<file path="src/shared/hub_params.svh">
// constants for the hub port power control block
//
// What this block does
// - memory select high: report built-in default vendor and product ids
// - individual mode: each port power switch follows its own host request
// - individual mode: overcurrent removes power from the affected port only
// - ganged mode: all ports powered whenever any port needs power
// - ganged mode: shared power stays on until no port needs it
// - ganged mode: any overcurrent switches off all ports together
// - bus or self powered mode follows the power source select input
// - self powered runs seven ports, bus powered only four
// - pull-up disable held 15 ms after reset and after mode change
// - each port detects full or low speed and sets its signalling
`ifndef HUB_PARAMS_SVH
`define HUB_PARAMS_SVH

`define HUB_NUM_PORTS        7
`define HUB_BUS_PORTS_MASK   7'h0f
`define HUB_SELF_PORTS_MASK  7'h7f

// timing
`define HUB_CLK_MHZ          200
`define HUB_PULLUP_HOLD_MS   15
`define HUB_PULLUP_HOLD_CYC  (`HUB_PULLUP_HOLD_MS * `HUB_CLK_MHZ * 1000)

// register byte offsets
`define HUB_OFS_CTRL         8'h00
`define HUB_OFS_PWR_REQ      8'h04
`define HUB_OFS_STATUS       8'h08
`define HUB_OFS_IRQ_STAT     8'h0c
`define HUB_OFS_IRQ_MASK     8'h10
`define HUB_OFS_ID           8'h14
`define HUB_OFS_SPEED        8'h18

// field positions
`define HUB_CTRL_GANG_BIT    0
`define HUB_ST_POWER_SOURCE_SELECT_N_BIT    0
`define HUB_ST_PULLUP_BIT    1
`define HUB_ST_MEMSEL_BIT    2
`define HUB_ST_POWER_LSB     8
`define HUB_ST_OVC_LSB       16

// reset values
`define HUB_CTRL_RST         1'b0
`define HUB_PWR_REQ_RST      7'h00
`define HUB_IRQ_MASK_RST     7'h00

// built-in ids, values arbitrary
`define HUB_DEFAULT_VID      16'h1a2b
`define HUB_DEFAULT_PID      16'h3c4d

`endif

</file>
<file path="src/shared/hub_pkg.sv">
// types for the hub port power control block
`include "hub_params.svh"
package hub_pkg;

   typedef logic [`HUB_NUM_PORTS-1:0] port_vec_t;

   typedef enum logic [1:0] {
      RESP_OKAY   = 2'h0,
      RESP_SLVERR = 2'h2
   } resp_t;

   typedef struct packed {
      logic [7:0] addr;
      logic [2:0] prot;
   } axi_addr_t;

   typedef struct packed {
      logic [31:0] data;
      logic [3:0]  strb;
   } axi_wdata_t;

   typedef struct packed {
      logic [31:0] data;
      resp_t       resp;
   } axi_rdata_t;

endpackage

</file>
<file path="src/pullup_timer.sv">
// upstream pull-up disable pulse timer
`include "hub_params.svh"
module pullup_timer #(
   parameter int unsigned HOLD_CYCLES = `HUB_PULLUP_HOLD_CYC
) (
   input  wire logic clk_i,
   input  wire logic nrst_i,
   input  wire logic ce_i,
   input  wire logic restart_i,
   output logic      active_o
);
   localparam int unsigned CW = $clog2(HOLD_CYCLES + 1);
   localparam logic [CW-1:0] LOAD = CW'(HOLD_CYCLES - 1);

   logic [CW-1:0] count_reg;
   logic [CW-1:0] count_next;
   logic          active_reg;
   logic          active_next;

   always_comb begin
      count_next  = count_reg;
      active_next = active_reg;
      if (restart_i) begin
         count_next  = LOAD;
         active_next = 1'b1;
      end else if (active_reg) begin
         if (count_reg == '0) begin
            active_next = 1'b0;
         end else begin
            count_next = count_reg - CW'(1);
         end
      end
   end

   // held active from reset onward
   always_ff @(posedge clk_i or negedge nrst_i) begin
      if (!nrst_i) begin
         count_reg  <= LOAD;
         active_reg <= 1'b1;
      end else if (ce_i) begin
         count_reg  <= count_next;
         active_reg <= active_next;
      end
   end

   assign active_o = active_reg;
endmodule

</file>
<file path="src/hub_port_power_control.sv">
// hub downstream port power, mode, id and speed control with axi4-lite
//
// The register offsets and the AXI4-Lite slave port were chosen for this implementation.
`include "hub_params.svh"
module hub_port_power_control #(
   parameter int unsigned PULLUP_HOLD_CYCLES = `HUB_PULLUP_HOLD_CYC
) (
   input  wire logic                CORE_CLK_I,
   input  wire logic                NRST_I,
   input  wire logic                CORE_CE_I,
   input  wire logic                S_AXI_AWVALID_I,
   output logic                     S_AXI_AWREADY_O,
   input  wire hub_pkg::axi_addr_t  S_AXI_AW_I,
   input  wire logic                S_AXI_WVALID_I,
   output logic                     S_AXI_WREADY_O,
   input  wire hub_pkg::axi_wdata_t S_AXI_W_I,
   output logic                     S_AXI_BVALID_O,
   input  wire logic                S_AXI_BREADY_I,
   output hub_pkg::resp_t           S_AXI_BRESP_O,
   input  wire logic                S_AXI_ARVALID_I,
   output logic                     S_AXI_ARREADY_O,
   input  wire hub_pkg::axi_addr_t  S_AXI_AR_I,
   output logic                     S_AXI_RVALID_O,
   input  wire logic                S_AXI_RREADY_I,
   output hub_pkg::axi_rdata_t      S_AXI_R_O,
   output logic                     IRQ_O,
   input  wire logic                SERIAL_MEMORY_SELECT_N_I,
   input  wire logic [31:0]         SERIAL_MEMORY_ID_I,
   input  wire logic                POWER_SOURCE_SELECT_N_I,
   input  wire hub_pkg::port_vec_t  PORT_OVERCURRENT_SENSE_N_I,
   output hub_pkg::port_vec_t       PORT_POWER_SWITCH_ENABLE_O,
   output logic                     UPSTREAM_PULLUP_DISABLE_O,
   input  wire hub_pkg::port_vec_t  PORT_DATA_PLUS_I,
   input  wire hub_pkg::port_vec_t  PORT_DATA_MINUS_I,
   output hub_pkg::port_vec_t       PORT_LOW_SPEED_O,
   output logic [31:0]              REPORTED_ID_O
);

   // ------------------------------------------------------------
   // helpers
   // ------------------------------------------------------------
   function automatic hub_pkg::port_vec_t merge_low(
      input hub_pkg::port_vec_t old_v,
      input hub_pkg::axi_wdata_t w
   );
      merge_low = w.strb[0] ? w.data[`HUB_NUM_PORTS-1:0] : old_v;
   endfunction

   function automatic logic is_mapped(input logic [7:0] addr);
      case ({addr[7:2], 2'h0})
         `HUB_OFS_CTRL, `HUB_OFS_PWR_REQ, `HUB_OFS_STATUS,
         `HUB_OFS_IRQ_STAT, `HUB_OFS_IRQ_MASK, `HUB_OFS_ID,
         `HUB_OFS_SPEED: is_mapped = 1'b1;
         default: is_mapped = 1'b0;
      endcase
   endfunction

   // ------------------------------------------------------------
   // state
   // ------------------------------------------------------------
   logic                aw_held_reg, aw_held_next;
   logic                w_held_reg, w_held_next;
   hub_pkg::axi_addr_t  aw_reg, aw_next;
   hub_pkg::axi_wdata_t w_reg, w_next;
   logic                bvalid_reg, bvalid_next;
   hub_pkg::resp_t      bresp_reg, bresp_next;
   logic                rvalid_reg, rvalid_next;
   hub_pkg::axi_rdata_t r_reg, r_next;

   logic                gang_reg, gang_next;
   hub_pkg::port_vec_t  req_reg, req_next;
   hub_pkg::port_vec_t  mask_reg, mask_next;
   hub_pkg::port_vec_t  irq_stat_reg, irq_stat_next;
   hub_pkg::port_vec_t  pwr_reg, pwr_next;
   hub_pkg::port_vec_t  ovc_prev_reg, ovc_prev_next;
   hub_pkg::port_vec_t  low_speed_reg, low_speed_next;
   logic                bus_powered_reg, bus_powered_next;
   logic                mode_seen_reg, mode_seen_next;
   logic [31:0]         id_reg, id_next;

   logic                aw_take, w_take, do_write;
   hub_pkg::axi_addr_t  wr_addr;
   hub_pkg::axi_wdata_t wr_data;
   logic [7:0]          wr_ofs;
   logic                wr_ctrl, wr_req, wr_stat, wr_mask;
   hub_pkg::port_vec_t  active_mask, ovc_now, ovc_rise, ovc_event;
   logic                mode_change;
   logic                pullup_active;
   logic [31:0]         rd_word;

   // ------------------------------------------------------------
   // axi4-lite slave
   // ------------------------------------------------------------
   assign S_AXI_AWREADY_O = CORE_CE_I && !aw_held_reg && !bvalid_reg;
   assign S_AXI_WREADY_O  = CORE_CE_I && !w_held_reg && !bvalid_reg;
   assign S_AXI_ARREADY_O = CORE_CE_I && !rvalid_reg;
   assign aw_take = S_AXI_AWVALID_I && S_AXI_AWREADY_O;
   assign w_take  = S_AXI_WVALID_I && S_AXI_WREADY_O;
   assign wr_addr = aw_held_reg ? aw_reg : S_AXI_AW_I;
   assign wr_data = w_held_reg ? w_reg : S_AXI_W_I;
   assign do_write = (aw_held_reg || aw_take) && (w_held_reg || w_take);
   assign wr_ofs  = {wr_addr.addr[7:2], 2'h0};
   assign wr_ctrl = do_write && wr_ofs == `HUB_OFS_CTRL;
   assign wr_req  = do_write && wr_ofs == `HUB_OFS_PWR_REQ;
   assign wr_stat = do_write && wr_ofs == `HUB_OFS_IRQ_STAT;
   assign wr_mask = do_write && wr_ofs == `HUB_OFS_IRQ_MASK;

   always_comb begin
      rd_word = 32'h0;
      case ({S_AXI_AR_I.addr[7:2], 2'h0})
         `HUB_OFS_CTRL:     rd_word[`HUB_CTRL_GANG_BIT] = gang_reg;
         `HUB_OFS_PWR_REQ:  rd_word[6:0] = req_reg;
         `HUB_OFS_STATUS: begin
            rd_word[`HUB_ST_POWER_SOURCE_SELECT_N_BIT] = bus_powered_reg;
            rd_word[`HUB_ST_PULLUP_BIT] = pullup_active;
            rd_word[`HUB_ST_MEMSEL_BIT] = SERIAL_MEMORY_SELECT_N_I;
            rd_word[`HUB_ST_POWER_LSB +: `HUB_NUM_PORTS] = pwr_reg;
            rd_word[`HUB_ST_OVC_LSB +: `HUB_NUM_PORTS] = ovc_prev_reg;
         end
         `HUB_OFS_IRQ_STAT: rd_word[6:0] = irq_stat_reg;
         `HUB_OFS_IRQ_MASK: rd_word[6:0] = mask_reg;
         `HUB_OFS_ID:       rd_word = id_reg;
         `HUB_OFS_SPEED:    rd_word[6:0] = low_speed_reg;
         default:           rd_word = 32'h0;
      endcase
   end

   always_comb begin
      aw_held_next = aw_held_reg;
      w_held_next  = w_held_reg;
      aw_next      = aw_reg;
      w_next       = w_reg;
      bvalid_next  = bvalid_reg;
      bresp_next   = bresp_reg;
      rvalid_next  = rvalid_reg;
      r_next       = r_reg;
      if (bvalid_reg && S_AXI_BREADY_I) begin
         bvalid_next = 1'b0;
      end
      if (do_write) begin
         aw_held_next = 1'b0;
         w_held_next  = 1'b0;
         bvalid_next  = 1'b1;
         bresp_next   = is_mapped(wr_addr.addr) ? hub_pkg::RESP_OKAY
                                                : hub_pkg::RESP_SLVERR;
      end else begin
         if (aw_take) begin
            aw_held_next = 1'b1;
            aw_next      = S_AXI_AW_I;
         end
         if (w_take) begin
            w_held_next = 1'b1;
            w_next      = S_AXI_W_I;
         end
      end
      if (rvalid_reg && S_AXI_RREADY_I) begin
         rvalid_next = 1'b0;
      end
      if (S_AXI_ARVALID_I && S_AXI_ARREADY_O) begin
         rvalid_next = 1'b1;
         r_next.data = rd_word;
         r_next.resp = is_mapped(S_AXI_AR_I.addr) ? hub_pkg::RESP_OKAY
                                                  : hub_pkg::RESP_SLVERR;
      end
   end

   always_ff @(posedge CORE_CLK_I or negedge NRST_I) begin
      if (!NRST_I) begin
         aw_held_reg <= 1'b0;
         w_held_reg  <= 1'b0;
         aw_reg      <= '0;
         w_reg       <= '0;
         bvalid_reg  <= 1'b0;
         bresp_reg   <= hub_pkg::RESP_OKAY;
         rvalid_reg  <= 1'b0;
         r_reg       <= '0;
      end else if (CORE_CE_I) begin
         aw_held_reg <= aw_held_next;
         w_held_reg  <= w_held_next;
         aw_reg      <= aw_next;
         w_reg       <= w_next;
         bvalid_reg  <= bvalid_next;
         bresp_reg   <= bresp_next;
         rvalid_reg  <= rvalid_next;
         r_reg       <= r_next;
      end
   end

   assign S_AXI_BVALID_O = bvalid_reg;
   assign S_AXI_BRESP_O  = bresp_reg;
   assign S_AXI_RVALID_O = rvalid_reg;
   assign S_AXI_R_O      = r_reg;

   // ------------------------------------------------------------
   // hub power, mode, speed and id
   // ------------------------------------------------------------
   assign active_mask = bus_powered_reg ? `HUB_BUS_PORTS_MASK
                                        : `HUB_SELF_PORTS_MASK;
   assign ovc_now   = ~PORT_OVERCURRENT_SENSE_N_I & active_mask;
   assign ovc_rise  = ovc_now & ~ovc_prev_reg;
   assign ovc_event = gang_reg ? (|ovc_rise ? active_mask : '0)
                               : ovc_rise;
   assign mode_change = mode_seen_reg &&
                        (bus_powered_reg == POWER_SOURCE_SELECT_N_I);

   always_comb begin
      gang_next = wr_ctrl ? (wr_data.strb[0] ?
                  wr_data.data[`HUB_CTRL_GANG_BIT] : gang_reg) : gang_reg;
      mask_next = wr_mask ? merge_low(mask_reg, wr_data) : mask_reg;
      req_next  = wr_req ? merge_low(req_reg, wr_data) : req_reg;
      // overcurrent wins over a same-cycle request write
      if (gang_reg) begin
         if (|ovc_now) begin
            req_next = '0;
         end
      end else begin
         req_next = req_next & ~ovc_now;
      end
      if (gang_reg) begin
         pwr_next = (|(req_next & active_mask)) ?
                    active_mask : '0;
      end else begin
         pwr_next = req_next & active_mask;
      end
      irq_stat_next = irq_stat_reg;
      if (wr_stat && wr_data.strb[0]) begin
         irq_stat_next = irq_stat_reg & ~wr_data.data[6:0];
      end
      irq_stat_next    = irq_stat_next | ovc_event;
      ovc_prev_next    = ovc_now;
      bus_powered_next = !POWER_SOURCE_SELECT_N_I;
      mode_seen_next   = 1'b1;
      low_speed_next   = (low_speed_reg & ~(PORT_DATA_PLUS_I ^
                         PORT_DATA_MINUS_I)) |
                         (PORT_DATA_MINUS_I & ~PORT_DATA_PLUS_I);
      id_next = SERIAL_MEMORY_SELECT_N_I ?
                {`HUB_DEFAULT_VID, `HUB_DEFAULT_PID} : SERIAL_MEMORY_ID_I;
   end

   always_ff @(posedge CORE_CLK_I or negedge NRST_I) begin
      if (!NRST_I) begin
         gang_reg        <= `HUB_CTRL_RST;
         req_reg         <= `HUB_PWR_REQ_RST;
         mask_reg        <= `HUB_IRQ_MASK_RST;
         irq_stat_reg    <= '0;
         pwr_reg         <= '0;
         ovc_prev_reg    <= '0;
         low_speed_reg   <= '0;
         bus_powered_reg <= 1'b0;
         mode_seen_reg   <= 1'b0;
         id_reg          <= '0;
      end else if (CORE_CE_I) begin
         gang_reg        <= gang_next;
         req_reg         <= req_next;
         mask_reg        <= mask_next;
         irq_stat_reg    <= irq_stat_next;
         pwr_reg         <= pwr_next;
         ovc_prev_reg    <= ovc_prev_next;
         low_speed_reg   <= low_speed_next;
         bus_powered_reg <= bus_powered_next;
         mode_seen_reg   <= mode_seen_next;
         id_reg          <= id_next;
      end
   end

   pullup_timer #(
      .HOLD_CYCLES (PULLUP_HOLD_CYCLES)
   ) pullup_timer_i (
      .clk_i     (CORE_CLK_I),
      .nrst_i    (NRST_I),
      .ce_i      (CORE_CE_I),
      .restart_i (mode_change),
      .active_o  (pullup_active)
   );

   assign PORT_POWER_SWITCH_ENABLE_O = pwr_reg;
   assign UPSTREAM_PULLUP_DISABLE_O  = pullup_active;
   assign PORT_LOW_SPEED_O           = low_speed_reg;
   assign REPORTED_ID_O              = id_reg;
   assign IRQ_O                      = |(irq_stat_reg & mask_reg);
endmodule

</file>
<file path="config.mk">
export PLATFORM = sky130hd
export DESIGN_NAME = hub_port_power_control
export DESIGN_NICKNAME = d
export VERILOG_FILES = /design/src/shared/hub_pkg.sv /design/src/pullup_timer.sv /design/src/hub_port_power_control.sv
export VERILOG_INCLUDE_DIRS = /design/src /design/src/shared
export SDC_FILE = /design/constraint.sdc
export NUM_CORES = 1
export LEC_CHECK = 0
export ABC_AREA = 1
export BUFFER_PORTS_ARGS = -buffer_cell sky130_fd_sc_hd__buf_2
export CAP_MARGIN = 20
export CORE_AREA = 2 2 89 176
export DETAILED_ROUTE_END_ITERATION = 10
export DIE_AREA = 0 0 91 178
export PLACE_DENSITY_LB_ADDON = 0.05
export SLEW_MARGIN = 20
export SYNTH_ARGS = -nofsm -noshare
export SYNTH_HDL_FRONTEND = slang
export SYNTH_HIERARCHICAL = 1
export SYNTH_SLANG_ARGS = --single-unit
</file>
<file path="constraint.sdc">
create_clock -name CORE_CLK_I -period 3.7 [get_ports CORE_CLK_I]
set_clock_uncertainty 0.05 [all_clocks]
set_input_delay 0.555 -clock CORE_CLK_I [delete_from_list [all_inputs] [get_ports CORE_CLK_I]]
set_output_delay 0.555 -clock CORE_CLK_I [all_outputs]
set_load 0.01 [all_outputs]
</file>
### After elaboration in Yosys (flattened, before gate mapping)

Cells that the tools add are included.

* magnitude comparators: 0
* mux-type cells: 41
* bitwise gates (word level): 18
* add/subtract/negate cells: 1
* eq/ne operators: 14
* shift-type cells: 0
* reductions and logical operators: 50
* divide/modulo/power cells: 0
* multipliers: 0

Operators with widths (count)
* 7-bit two-way mux: 10
* 22-bit two-way mux: 3
* 7-bit bitwise AND: 8
* 7-bit NOT: 6
* 7-bit OR reduction: 6
* 6-bit by 3-bit equality test with 1-bit output (second input constant): 6
* 32-bit two-way mux: 1
* 7-bit one-hot mux with 2 select lines: 2
* 6-bit by 2-bit equality test with 1-bit output (second input constant): 4
* 22-bit zero test: 1
* 11-bit two-way mux: 2
* 22-bit by 1-bit subtractor with 22-bit output (second input constant): 1
* 4-bit one-hot mux with 5 select lines: 1
* 1-bit logical AND: 17
* 1-bit two-way mux: 17
* 3-bit AND reduction: 5
* 7-bit bitwise OR: 2
* 6-bit by 1-bit equality test with 1-bit output (second input constant): 2
* 6-bit zero test: 2
* 2-bit one-hot mux with 6 select lines: 1
* 2-bit AND reduction: 6
* 2-bit nonzero test: 5
* 9-bit two-way mux: 1
* 8-bit zero test: 1
* other kinds (8): 14

* bits in registers: 162
* logic and storage cells: 147
* bits in read-only memories: 0
* bits in writable memories: 0
* output and inout bits: 89
* bits in latches: 0
* memories kept: 0
* bits of input ports: 121

### Logic depth before layout (Yosys ltp)

* depth after elaboration: 14
* gate-level depth with buffers: 17
* gate-level depth less buffers: 17

### Modules after synthesis

The synthesis kept the hierarchy.

By module, submodules not included
* hub_port_power_control: area an instance 6234.7 um^2, sequential area each 3228.1 um^2, instances 1, cells each 746
* pullup_timer: area an instance 1592.8 um^2, sequential area each 595.6 um^2, instances 1, cells each 233

### Worst setup path after synthesis

OpenSTA, ideal clock, no wires.

* path type: input -> register
* from: input port CORE_CE_I
* to: register pwr_reg[0] (netlist: PORT_POWER_SWITCH_ENABLE_O[0])
* setup slack: 1.656 ns
* arrival time: 1.878 ns
* library setup time: 0.116 ns
* path buffers: 2
* stages: 15
* data required time: 3.534 ns
* path through: buf_6 nand2_1 o21ai_1 nand2_1 inv_1 clkbuf_4 nand4_1 nand3_2 nand2_1 nor2_2 nand2_2 nand2_4 nand2_1 nand2_1 nand2_1

* cells in the longest elaborated chain, start to end: 13
* elaborated cells on any way between the ends: 18
* those cells by class: mux: 5; bitwise: 2; reduce/logical: 11

RTL lines
* from (decl): RTL line hub_port_power_control.sv:10 `input wire logic CORE_CE_I,`
* 1-bit logical AND (on tied branches) (2 in series): RTL line hub_port_power_control.sv:94, hub_port_power_control.sv:95
* 1-bit logical AND (on tied branches): RTL line hub_port_power_control.sv:97, hub_port_power_control.sv:98
* 1-bit logical OR: RTL line hub_port_power_control.sv:101 `assign do_write = (aw_held_reg || aw_take) && (w_held_reg || w_take);`
* 1-bit logical AND: RTL line hub_port_power_control.sv:101
* 1-bit logical AND (no line)
* 7-bit two-way mux: RTL line hub_port_power_control.sv:210 `req_next = wr_req ? merge_low(req_reg, wr_data) : req_reg;`
* 7-bit bitwise AND / 7-bit two-way mux (equally long branches): RTL line hub_port_power_control.sv:217, hub_port_power_control.sv:213
* 7-bit two-way mux: RTL line hub_port_power_control.sv:212 `if (gang_reg) begin`
* 7-bit bitwise AND: RTL line hub_port_power_control.sv:220, hub_port_power_control.sv:223
* 7-bit OR reduction: RTL line hub_port_power_control.sv:220 `pwr_next = (|(req_next & active_mask)) ?`
* 7-bit two-way mux: RTL line hub_port_power_control.sv:220
* 7-bit two-way mux: RTL line hub_port_power_control.sv:219 `if (gang_reg) begin`
* to (signal assigned): RTL line hub_port_power_control.sv:257 `pwr_reg <= pwr_next;`
* to (decl): RTL line hub_port_power_control.sv:74 `hub_pkg::port_vec_t pwr_reg, pwr_next;`

Parallel ways exist; a longest one is shown, timed or not.
A chain may end at the register's enable or synchronous reset.

### Final worst setup path

* from: register aw_held_reg
* to: register pwr_reg[1] (netlist: PORT_POWER_SWITCH_ENABLE_O[1])

* cells in the longest elaborated chain, start to end: 14
* elaborated cells on any way between the ends: 17
* those cells by class: eq/ne: 1; mux: 6; bitwise: 2; reduce/logical: 8

RTL lines
* from (decl): RTL line hub_port_power_control.sv:61 `logic aw_held_reg, aw_held_next;`
* from (signal assigned): RTL line hub_port_power_control.sv:178 `aw_held_reg <= aw_held_next;`
* 1-bit zero test: RTL line hub_port_power_control.sv:94 `assign S_AXI_AWREADY_O = CORE_CE_I && !aw_held_reg && !bvalid_reg;`
* 1-bit logical AND (2 in series): RTL line hub_port_power_control.sv:94
* 1-bit logical AND: RTL line hub_port_power_control.sv:97 `assign aw_take = S_AXI_AWVALID_I && S_AXI_AWREADY_O;`
* 1-bit logical OR: RTL line hub_port_power_control.sv:101
* 1-bit logical AND: RTL line hub_port_power_control.sv:101
* 1-bit logical AND (no line) *
* 7-bit two-way mux *: RTL line hub_port_power_control.sv:210
* 7-bit bitwise AND / 7-bit two-way mux (equally long branches): RTL line hub_port_power_control.sv:217, hub_port_power_control.sv:213
* 7-bit two-way mux *: RTL line hub_port_power_control.sv:212
* 7-bit bitwise AND *: RTL line hub_port_power_control.sv:220, hub_port_power_control.sv:223
* 7-bit OR reduction: RTL line hub_port_power_control.sv:220
* 7-bit two-way mux: RTL line hub_port_power_control.sv:220
* 7-bit two-way mux *: RTL line hub_port_power_control.sv:219

Every way passes the cells marked *; elsewhere a longest branch is shown, timed or not.

==> flow_summary.yaml <==
run_status:
  outcome: "finished clean"
clock_tree:
  clkTransAtPathRegs_ns: 0.06
  clock-sinks: 152
  clk_latency_ns: 0.43
  cts-root-buf: "clkbuf_16"
  ctsLongestPathBuffers: 2
  hold_buffers: 0
  cts_tree: "done"
  cts_buffers: 17
  cts_resized: 0
  post_cts.repair.setup_buffers: 0
  h-tree-depth: 4
sta:
  finalSetupViolations: 0
  period_needed_ns: 2.54
  fin_hold_ws_ns: 0.00159
  tns_ns: 0
  slew_violations: 0
  maxSlewHeadroom_pct: 44.1
  worstMarginPinSlew_ns: 0.829
  period_share_pct: 68.7
  maxClockFrequency_mhz: 393
  hold_viol_final: 0
  grt_setup_unrepaired: "false"
synth:
  synth_async_sr_flop_share_pct: 100
  synth_edf_count: 0
  ys_seq_area_share_pct: 48.8
  avgSynthCellArea_sq_um: 8.00
  ys_ff_latch: 152
  synth.distinct_cells: 50
  synth_area_sq_um: 7830
  synth_ff_type: "dfrtp_1"
  ys.warnings.count: 6
  postSynthCellCount: 979
power_and_ir_drop:
  p_int_mw: 3.36
  seqPwrFrac_pct: 41.8
  total_leakage_power_nw: 4.78
  p_comb_share_pct: 25.8
  power.density_nw_per_um2: 551
  switchingPower_mw: 1.82
  p_clk_share_pct: 32.3
  ir_drop_uv: 376
  swShare_pct: 35.1
floorplan:
  fp.coreArea_sq_um: 14800
  rows: 63
  start_util_pct: 52.8
  die_y_microns: 178
  dieArea_sq_um: 16200
  top_level_ports: 210
  die_w_microns: 91
run:
  maxCapViolCount: 0
finish:
  syn2layout_area_growth_pct: 20.2
  layout_common_cells: "nand2_1 (271), buf_2 (168), dfrtp_1 (136), nor2_1 (104)"
  drive_gt1_share_pct: 23.6
  fin_cells: 1353
  final_common_cell: "nand2_1"
  nets: 1273
  largest_reg_flops: 33
critical_path:
  crit_fanout: 13
  critical_path_required_ns: 4.01
  cp.arrival_ns: 2.85
  end_kind: "register"
  path_class: "register to register"
  start_kind: "register"
grt:
  antenna_found_initial: 1
  grt_pass1_wl_mm: 35.4
  grt-ovfl-total: 0
  grt_usage_pct: 28.0
  grt_max_degree: 78
  grt_pass1_vias: 7014
place:
  routabilityCongestion: 0.933
  hpwl_mm: 16.5
  portBuffers: 169
  dp_cells: 1320
min_path:
  hold_class: "input port to asynchronous set/reset pin"
routing:
  ant_nets: 0
  routed_via_density: 5.33
  drt_first_pass_iters: 5
  drt-total-wl_mm: 22.0
  drt_iter0_markers: 377
  vias: 7218
  routedWlPerCell_microns: 16.3
  remaining_drc_errors: 0
[cells in the mapped netlist, types with 4 or more instances]
library cell | count | area [sq um]
nand2_2 | 5 | 31.3
dfstp_2 | 16 | 420
nand4_1 | 19 | 119
o21ai_2 | 9 | 78.8
buf_4 | 4 | 30.0
nor2_2 | 8 | 50.1
o22a_1 | 4 | 35.0
ha_1 | 8 | 100
o21ai_0 | 101 | 505
nand3_1 | 35 | 175
a221oi_1 | 7 | 61.3
nor3_1 | 4 | 20.0
a22oi_1 | 8 | 60.1
a2bb2oi_1 | 12 | 105
o31ai_1 | 11 | 82.6
clkbuf_1 | 23 | 86.3
nor2_1 | 104 | 390
inv_1 | 101 | 379
buf_6 | 8 | 90.1
nand2_1 | 272 | 1020
dfrtp_1 | 136 | 3400
o21ai_1 | 6 | 30.0
nand3_2 | 6 | 60.1
a21oi_1 | 33 | 165
[cell families after synthesis]
group	after synthesis	synth area share, %
adder cells (fa/ha/maj)	8	1.28
buffers and inverters	143	7.99
multiplexers	3	0.432
AO/OA/AOI/OAI	200	15.3
other	1	0.0479
AND/OR/NAND/NOR	468	25.6
flip-flops	152	48.8
XOR/XNOR	4	0.448
[path summary, 6_finish.rpt]
kind                            slack, ns  cells after the start                             to             startpoint
worst max-delay path                 1.16                     13  PORT_POWER_SWITCH_ENABLE_O[1]            aw_held_reg
worst min-delay path                0.002                      1                  S_AXI_R_O[30]                 NRST_I
worst max register to register       1.16                     13  PORT_POWER_SWITCH_ENABLE_O[1]            aw_held_reg
worst min register to register       0.42                      1                  mode_seen_reg          mode_seen_reg
max in group asynchronous            2.76                      2   pullup_timer_i/count_reg[10]                 NRST_I
min in group CORE_CLK_I              0.28                      3               REPORTED_ID_O[8]  SERIAL_MEMORY_ID_I[8]
[routing by layer]
layer	GRT usage (%)	up-vias	part of all wire, %
met5	0	-	0
met4	15.0	0	4.5
met3	4.35	56	3.8
met2	52.6	191	55
met1	29.5	3433	36
li1	-	3538	-
[stage by stage]
step	utilization [%]	setup slack [ns]	instance area, sq um	power (mW)
floorplan	-	1.66	7830	3.04
global placement	59.6	1.06	8830	3.50
detailed placement	59.6	1.04	8830	3.53
CTS	63.4	1.17	9400	5.22
global route	63.5	0.898	9410	5.48
finish	63.5	1.16	9410	5.18
[power by group through the flow]
stage	Clock, mW	Combinational, mW	Sequential (mW)
3_3_place_gp	0	1.32	2.18
6_report	1.67	1.34	2.17
3_5_place_dp	0	1.34	2.19
4_1_cts	1.70	1.35	2.17
5_1_grt	1.77	1.50	2.20
2_1_floorplan	0	0.860	2.18
[critical path: stages, from the launching register on]
cell and delay, ns:
dfrtp_1 0.47, o21ai_0 0.49, nand2_2 0.15, nor2_4 0.32, nand3_2 0.22, nand2_1 0.12
nand3_2 0.08, nor2_2 0.18, nor2_2 0.06, nand2_2 0.10, nand2_4 0.06, nand2_1 0.06
nand2_1 0.05, nand2_1 0.07
[final cells by class]
cell class	instances	area [sq um]
fillers	1385	5410
flip-flops and latches	152	3820
multi-input cells	685	3380
repair buffers	184	990
clock buffers	18	429
inverters	104	390
well taps	195	244
clock inverters	14	141
diodes	1	2.50
No activity file was read; power rests on OpenSTA's default activity.
